### config.mk
export PLATFORM = sky130hd
export DESIGN_NAME = fbcfe_host
export DESIGN_NICKNAME = d
export VERILOG_FILES = /design/src/hdl/fbcfe_pkg.sv /design/src/hdl/fbcfe_host.sv
export SDC_FILE = /design/constraint.sdc
export NUM_CORES = 1
export LEC_CHECK = 0
export BUFFER_PORTS_ARGS = -buffer_cell sky130_fd_sc_hd__buf_2
export CORE_ASPECT_RATIO = 0.5
export CORE_MARGIN = 2
export CORE_UTILIZATION = 48
export DETAILED_ROUTE_END_ITERATION = 12
export GPL_TIMING_DRIVEN = 1
export PLACE_DENSITY = 0.75
export SYNTH_ARGS = -nofsm -noshare
export SYNTH_HDL_FRONTEND = slang
export SYNTH_SLANG_ARGS = --single-unit
### constraint.sdc
create_clock -name clk -period 2.1 [get_ports clk]
set_input_delay 0.21 -clock clk [delete_from_list [all_inputs] [get_ports clk]]
set_output_delay 0.21 -clock clk [all_outputs]
set_load 0.05 [all_outputs]
### src/hdl/fbcfe_pkg.sv
// constants and types shared by the flash bus host controller
package fbcfe_pkg;
    // ------------------------------------------------------------
    // bus geometry
    // ------------------------------------------------------------
    localparam int ADDR_W = 19;
    localparam int DATA_W = 8;
    localparam int ADDR_LINE_ZERO = 0;
    localparam int ADDR_LINE_ONE = 1;
    localparam int ADDR_LINE_SIX = 6;
    localparam int SECTOR_LO = 16;
    localparam int SECTOR_W = 3;
    // identification low addresses: maker, part, sector protection
    localparam logic [7:0] ID_MAKER_LOW = 8'h00;
    localparam logic [7:0] ID_PART_LOW = 8'h01;
    localparam logic [7:0] ID_PROT_LOW = 8'h02;

    // ------------------------------------------------------------
    // timing
    // ------------------------------------------------------------
    localparam int CLK_NS = 10;
    // strobes narrower than this are taken as noise by the device
    localparam int GLITCH_NS = 10;
    // least width rounds up, plus one cycle so we are clearly wider
    localparam int STROBE_CYC = (GLITCH_NS + CLK_NS - 1) / CLK_NS + 1;
    // input synchroniser depth on the data pins
    localparam int SYNC_CYC = 3;
    localparam int CNT_W = 8;

    // ------------------------------------------------------------
    // user operations
    // ------------------------------------------------------------
    typedef enum logic [1:0] {
        OP_READ = 2'b00, // array or command-mode read
        OP_WRITE = 2'b01, // one command-register bus write
        OP_HW_ID = 2'b10 // read with high voltage on address line nine
    } fbcfe_op_t;

    typedef enum logic [2:0] {
        ST_IDLE = 3'b000,
        ST_SETUP = 3'b001,
        ST_WR_LOW = 3'b010,
        ST_WR_HOLD = 3'b011,
        ST_RD_WAIT = 3'b100,
        ST_RD_END = 3'b101
    } fbcfe_state_t;
endpackage

### src/hdl/fbcfe_host.sv
// host-side bus controller driving a byte-wide asynchronous flash
`timescale 1ns/1ps
module fbcfe_host #(
    parameter int ACCESS_CYC = 8, // read access wait before sampling
    parameter int SETUP_CYC = 2, // address and high-voltage settle
    parameter int HOLD_CYC = 1 // data and select hold after write-enable rise
) (
    // clock and reset
    input wire logic clk,
    input wire logic arst_n,
    // user request port
    input wire logic req,
    input wire logic [1:0] req_op,
    input wire logic [fbcfe_pkg::ADDR_W-1:0] req_addr,
    input wire logic [fbcfe_pkg::DATA_W-1:0] req_wdata,
    output logic busy,
    output logic done,
    output logic [fbcfe_pkg::DATA_W-1:0] rdata,
    // flash pins
    output logic [fbcfe_pkg::ADDR_W-1:0] flash_addr,
    output logic [fbcfe_pkg::DATA_W-1:0] dq_o,
    output logic dq_oe,
    input wire logic [fbcfe_pkg::DATA_W-1:0] dq_i,
    output logic ce_n,
    output logic oe_n,
    output logic we_n,
    output logic id_high_voltage
);
    // ------------------------------------------------------------
    // state
    // ------------------------------------------------------------
    typedef struct packed {
        fbcfe_pkg::fbcfe_state_t st;
        logic [1:0] op;
        logic [fbcfe_pkg::CNT_W-1:0] cnt;
        logic [fbcfe_pkg::ADDR_W-1:0] addr;
        logic [fbcfe_pkg::DATA_W-1:0] dout;
        logic [fbcfe_pkg::DATA_W-1:0] din;
        logic dq_oe;
        logic ce_n;
        logic oe_n;
        logic we_n;
        logic hv;
        logic done;
        logic [fbcfe_pkg::DATA_W-1:0] sync1;
        logic [fbcfe_pkg::DATA_W-1:0] sync2;
        logic [fbcfe_pkg::DATA_W-1:0] sync3;
    } fbcfe_regs_t;

    fbcfe_regs_t r;
    fbcfe_regs_t next_r;

    // counter load values, cut to counter width once
    localparam logic [fbcfe_pkg::CNT_W-1:0] LD_SETUP = fbcfe_pkg::CNT_W'(SETUP_CYC);
    localparam logic [fbcfe_pkg::CNT_W-1:0] LD_STROBE = fbcfe_pkg::CNT_W'(fbcfe_pkg::STROBE_CYC);
    localparam logic [fbcfe_pkg::CNT_W-1:0] LD_HOLD = fbcfe_pkg::CNT_W'(HOLD_CYC);
    // access time plus synchroniser latency before the sample is trusted
    localparam logic [fbcfe_pkg::CNT_W-1:0] LD_ACCESS =
        fbcfe_pkg::CNT_W'(ACCESS_CYC + fbcfe_pkg::SYNC_CYC);

    // address seen by the device during a hardware id read
    function automatic logic [fbcfe_pkg::ADDR_W-1:0] id_addr(
        input logic [fbcfe_pkg::ADDR_W-1:0] a
    );
        logic [fbcfe_pkg::ADDR_W-1:0] t;
        t = a;
        t[fbcfe_pkg::ADDR_LINE_ONE] = 1'b0;
        return t;
    endfunction

    // ------------------------------------------------------------
    // next-state logic
    // ------------------------------------------------------------
    // one sequencer owns every strobe so no two can race
    always_comb begin
        next_r = r;
        next_r.done = 1'b0;
        // data pins are asynchronous: three flops deep
        next_r.sync1 = dq_i;
        next_r.sync2 = r.sync1;
        next_r.sync3 = r.sync2;
        if (r.cnt != '0) begin
            next_r.cnt = r.cnt - 1'b1;
        end
        unique case (r.st)
            fbcfe_pkg::ST_IDLE: begin
                if (req) begin
                    next_r.op = req_op;
                    next_r.dout = req_wdata;
                    next_r.cnt = LD_SETUP;
                    next_r.st = fbcfe_pkg::ST_SETUP;
                    next_r.hv = (req_op == fbcfe_pkg::OP_HW_ID);
                    next_r.addr = (req_op == fbcfe_pkg::OP_HW_ID) ? id_addr(req_addr) : req_addr;
                    next_r.oe_n = 1'b1;
                    next_r.ce_n = (req_op != fbcfe_pkg::OP_WRITE);
                end
            end
            fbcfe_pkg::ST_SETUP: begin
                if (r.cnt == '0) begin
                    if (r.op == fbcfe_pkg::OP_WRITE) begin
                        next_r.we_n = 1'b0;
                        next_r.dq_oe = 1'b1;
                        next_r.cnt = LD_STROBE;
                        next_r.st = fbcfe_pkg::ST_WR_LOW;
                    end else begin
                        next_r.ce_n = 1'b0;
                        next_r.oe_n = 1'b0;
                        next_r.cnt = LD_ACCESS;
                        next_r.st = fbcfe_pkg::ST_RD_WAIT;
                    end
                end
            end
            fbcfe_pkg::ST_WR_LOW: begin
                // pulse kept wider than the noise filter
                if (r.cnt == '0) begin
                    next_r.we_n = 1'b1;
                    next_r.cnt = LD_HOLD;
                    next_r.st = fbcfe_pkg::ST_WR_HOLD;
                end
            end
            fbcfe_pkg::ST_WR_HOLD: begin
                // data stays driven past the rising edge that latches it
                if (r.cnt == '0) begin
                    next_r.ce_n = 1'b1;
                    next_r.dq_oe = 1'b0;
                    next_r.done = 1'b1;
                    next_r.st = fbcfe_pkg::ST_IDLE;
                end
            end
            fbcfe_pkg::ST_RD_WAIT: begin
                // a value counts once the last two stages agree
                if (r.cnt == '0 && r.sync2 == r.sync3) begin
                    next_r.din = r.sync3;
                    next_r.oe_n = 1'b1;
                    next_r.ce_n = 1'b1;
                    next_r.st = fbcfe_pkg::ST_RD_END;
                end
            end
            fbcfe_pkg::ST_RD_END: begin
                // high voltage dropped only after the strobes are released
                next_r.hv = 1'b0;
                next_r.done = 1'b1;
                next_r.st = fbcfe_pkg::ST_IDLE;
            end
            default: begin
                next_r.st = fbcfe_pkg::ST_IDLE;
            end
        endcase
    end

    // ------------------------------------------------------------
    // registers
    // ------------------------------------------------------------
    // strobes reset inactive so nothing can look like a write
    always_ff @(posedge clk or negedge arst_n) begin
        if (!arst_n) begin
            r <= '0;
            r.st <= fbcfe_pkg::ST_IDLE;
            r.ce_n <= 1'b1;
            r.oe_n <= 1'b1;
            r.we_n <= 1'b1;
        end else begin
            r <= next_r;
        end
    end

    // ------------------------------------------------------------
    // outputs
    // ------------------------------------------------------------
    assign busy = (r.st != fbcfe_pkg::ST_IDLE);
    assign done = r.done;
    assign rdata = r.din;
    assign flash_addr = r.addr;
    assign dq_o = r.dout;
    assign dq_oe = r.dq_oe;
    assign ce_n = r.ce_n;
    assign oe_n = r.oe_n;
    assign we_n = r.we_n;
    assign id_high_voltage = r.hv;

    // ------------------------------------------------------------
    // checks
    // ------------------------------------------------------------
    // read strobe pairing
    a_read_strobes: assert property (@(posedge clk) disable iff (!arst_n)
        !oe_n |-> !ce_n && !dq_oe && we_n)
        else $error("output-enable low without select or with host driving");

    a_read_hold: assert property (@(posedge clk) disable iff (!arst_n)
        $fell(oe_n) |-> !oe_n[*8])
        else $error("read strobe released before access time");

    a_write_entry: assert property (@(posedge clk) disable iff (!arst_n)
        $fell(we_n) |-> !ce_n && oe_n && !$past(ce_n))
        else $error("write-enable fell without select low and output-enable high");

    a_write_width: assert property (@(posedge clk) disable iff (!arst_n)
        $fell(we_n) |-> !we_n[*3] ##1 we_n ##1 (!ce_n && dq_oe))
        else $error("write pulse too short or data not held past rise");

    // hardware id read in its strobed phase
    logic st_is_hwid;
    assign st_is_hwid = (r.op == fbcfe_pkg::OP_HW_ID) && (r.st == fbcfe_pkg::ST_RD_WAIT);

    // high voltage spans the id read
    a_hv_span: assert property (@(posedge clk) disable iff (!arst_n)
        (st_is_hwid && !oe_n) |-> id_high_voltage)
        else $error("id read without high voltage on line nine");

    // line one low on id read
    a_id_line_one: assert property (@(posedge clk) disable iff (!arst_n)
        (id_high_voltage && !ce_n) |-> !flash_addr[fbcfe_pkg::ADDR_LINE_ONE])
        else $error("line one high during hardware id read");
endmodule // fbcfe_host

==> summary.json <==
{
  "outcome": "finished, final reports clean",
  "dr_total_vias": 2155,
  "tritoncts": "done",
  "n_fill_cell": 510,
  "detailed_place_hpwl_um": 4170,
  "hold_class": "in2reg",
  "timing.critical_path.to_type": "register",
  "final_nets": 377,
  "cell_internal_pwr_w": 0.00375,
  "syn_inst": 269,
  "cts_num_sinks": 78,
  "synthesis.area_per_instance_um2": 12.7,
  "clock_insertion_delay_worst_skew_ns": 0.33,
  "grt_overflow": 0,
  "synth_adder_area_share": 0.0110,
  "yosys_most_used_dff": "sky130_fd_sc_hd__dfrtp_1",
  "first_global_vias": 2271,
  "gate_power_share": 0.384,
  "final_antenna_net_count": 0,
  "cellLeakagePower_nw": 2.01,
  "starting_density_of_the_core": 0.503,
  "achievable-frequency_mhz": 488,
  "clk_transition_reported_paths_ns": 0.06,
  "synth-warning-count": 0,
  "grt_setup_unrepaired": "yes",
  "die_y_um": 63.6,
  "synth_edf_count": 0,
  "setup_violations": 0,
  "die-area_um2": 7830,
  "final_core_utilization": 0.615,
  "power_per_cell_area_nw_per_um2": 1490,
  "htree_depth": 3,
  "syn-cell-area_um2": 3410,
  "critical_path_required_ns": 2.31,
  "vias_per_cell": 5.00,
  "maxCapViolations": 0,
  "worst_ep_arrival_time_ns": 2.26,
  "drt-total-wl_um": 6280,
  "core.rowCount": 21,
  "clock_path_buffers": 2,
  "cts_root_buf": "sky130_fd_sc_hd__clkbuf_16",
  "dieWidth_um": 123,
  "maximum_number_of_pins_on_one_net_before_global_route_repair": 41,
  "number_of_antenna_violations_at_the_first_check_in_global_routing": 0,
  "post-layout-total-power_w": 0.00622,
  "tightest_slew_ns": 0.506,
  "port_buffer_count": 81,
  "sequentialPowerShare": 0.357,
  "top_post_synthesis_cells_by_area": "sky130_fd_sc_hd__dfrtp_1 (55%), sky130_fd_sc_hd__mux2_2 (9.3%), sky130_fd_sc_hd__buf_4 (7.7%)",
  "p_sw_w": 0.00247,
  "post-place-ws_ns": 0.00878,
  "route.detailed.wl_per_inst_um": 14.6,
  "grt_first_pass_wirelength_um": 10400,
  "synth_compound_gate_area_share": 0.0621,
  "timing.final.crit_period_ns": 2.05,
  "dr.first_iter.drc_count": 117,
  "routabilityCongestion": 0.852,
  "placeableCoreArea_um2": 6780,
  "grt.total_usage": 0.174,
  "antennaDiodeCount": 0,
  "largest_fanout_on_the_critical_path": 8,
  "post-synth-top-area-fraction": 0.551,
  "synth_sequential_area_ratio": 0.574,
  "syn_to_final_growth_pct": 22.4,
  "setup_ws_ns": 0.0524,
  "proportion_of_layout_cells_with_a_drive_suffix_above_1": 0.466,
  "synth_top_family_by_area": "multiplexers",
  "mappedNetlistNets": 312,
  "first_pass_drt_iterations": 4,
  "floorplan.io_pins": 82,
  "max-slew-margin-rel": 0.663,
  "yosys-mux-area-fraction": 0.131,
  "period_share": 0.975,
  "clock_power_share": 0.259,
  "postSynthRegisterBits": 78,
  "power.switching_fraction": 0.398,
  "timing.clock.skew_ns": 0.00628,
  "timing.final.hold_violations": 0,
  "async_reset_ff_frac": 1.00,
  "start_kind": "register",
  "power.ir.vdd_worst_mv": 1.07,
  "synth_xor_area_frac": 0.0308,
  "final-max-slew-violation-count": 0,
  "ys_types": 42,
  "detail_route.drc_violations": 0,
  "cts_buf_count": 9,
  "synth_simple_gate_area_frac": 0.0889,
  "synth.largest_area_cell": "sky130_fd_sc_hd__dfrtp_1",
  "critical_path_class": "reg2reg"
}
-- logic make-up after synthesis --
group / Yosys count
XOR/XNOR: 12
AO/OA/AOI/OAI: 32
adder cells (fa/ha/maj): 3
flip-flops: 78
AND/OR/NAND/NOR: 54
multiplexers: 37
buffers and inverters: 53
-- worst max-delay path: stages (launching register included) --
cell,delay (ns)
sky130_fd_sc_hd__dfrtp_1,0.40
sky130_fd_sc_hd__inv_2,0.09
sky130_fd_sc_hd__ha_4,0.12
sky130_fd_sc_hd__nor3b_4,0.20
sky130_fd_sc_hd__and2_4,0.19
sky130_fd_sc_hd__nand3_2,0.07
sky130_fd_sc_hd__or3_4,0.39
sky130_fd_sc_hd__buf_8,0.16
sky130_fd_sc_hd__mux2_4,0.30
-- power by group through the flow --
stage | clock network [W] | registers (W) | logic [W]
finish | 0.00161 | 0.00222 | 0.00239
global route | 0.00172 | 0.00228 | 0.00254
floorplan | 0 | 0.00229 | 0.00204
detailed placement | 0 | 0.00221 | 0.00233
CTS | 0.00165 | 0.00220 | 0.00235
global placement | 0 | 0.00218 | 0.00228
-- through the flow --
step	instance area [um^2]	setup TNS [ns]	hold slack (ns)	instances
final	4170	0	0.112	431
after detailed placement	3710	0	0.216	405
after global routing	4170	-0.252	0.105	431
after global placement	3710	0	0.200	405
after CTS	4120	0	0.106	430
after floorplan	3410	0	-0.0856	269
-- flip-flops by register name, summed over array words and instances, names as in the netlist --
| name | cells |
|---|---|
| r | 21 |
| oe_n | 1 |
| dq_o | 8 |
| we_n | 1 |
| rdata | 8 |
| done | 1 |
| dq_oe | 1 |
| id_high_voltage | 1 |
| next_r | 16 |
| flash_addr | 19 |
| ce_n | 1 |
-- synth_stat cells, types with 6 or more instances --
master	number
sky130_fd_sc_hd__dfrtp_1	75
sky130_fd_sc_hd__buf_4	35
sky130_fd_sc_hd__mux2_2	28
sky130_fd_sc_hd__nor2_1	15
sky130_fd_sc_hd__a21oi_1	10
sky130_fd_sc_hd__nand2_1	10
sky130_fd_sc_hd__xor2_1	9
sky130_fd_sc_hd__mux2_4	8
sky130_fd_sc_hd__nand2b_1	8
sky130_fd_sc_hd__clkbuf_1	7
sky130_fd_sc_hd__inv_1	6
-- worst paths after layout --
| path | endpoint | depth (start not counted) | startpoint | slack [ns] |
|---|---|---|---|---|
| setup / recovery | rdata[5] | 8 | r[66] | 0.05 |
| hold / removal | dq_o[3] | 2 | req_wdata[3] | 0.11 |
| setup reg to reg | rdata[5] | 8 | r[66] | 0.05 |
| hold reg to reg | next_r[4] | 0 | next_r[12] | 0.34 |
| max in group asynchronous | oe_n | 3 | arst_n | 1.07 |
| min in group asynchronous | dq_o[3] | 2 | arst_n | 0.40 |
-- metal layers --
layer	GRT usage	routed length [um]
met1	0.203	2580
met2	0.298	3310
met3	0.0507	289
met4	0.0767	96
met5	0	0
-- final cells by class --
class	count	area, um^2	share of cell area
Tap cell	92	115	0.0276
Multi-Input combinational cell	138	1150	0.276
Timing Repair Buffer	101	613	0.147
Clock buffer	10	229	0.0549
Inverter	6	22.5	0.00540
Sequential cell	78	1960	0.469
Clock inverter	6	86.3	0.0207
-- placed cells by master, fill, tap and decap left out, drive strengths merged, types with 4 or more instances in the layout --
| cell | count |
|---|---|
| buf | 92 |
| dfrtp | 75 |
| mux2 | 36 |
| nor2 | 15 |
| nand2 | 10 |
| a21oi | 10 |
| clkbuf | 10 |
| xor2 | 9 |
| dlygate4sd3 | 9 |
| nand2b | 8 |
| inv | 6 |
| o21ai | 4 |
| or3 | 4 |
| nor3 | 4 |
| nor4 | 4 |
-- repair_timing --
item,in CTS,in global routing
hold buffers,9,0
buffers inserted,0,1
resized for setup,1,10
endpoints found under the setup margin,8,13
hold endpoints to repair,45,0
pin swaps,0,1
No activity file was read; power rests on OpenSTA's default activity.
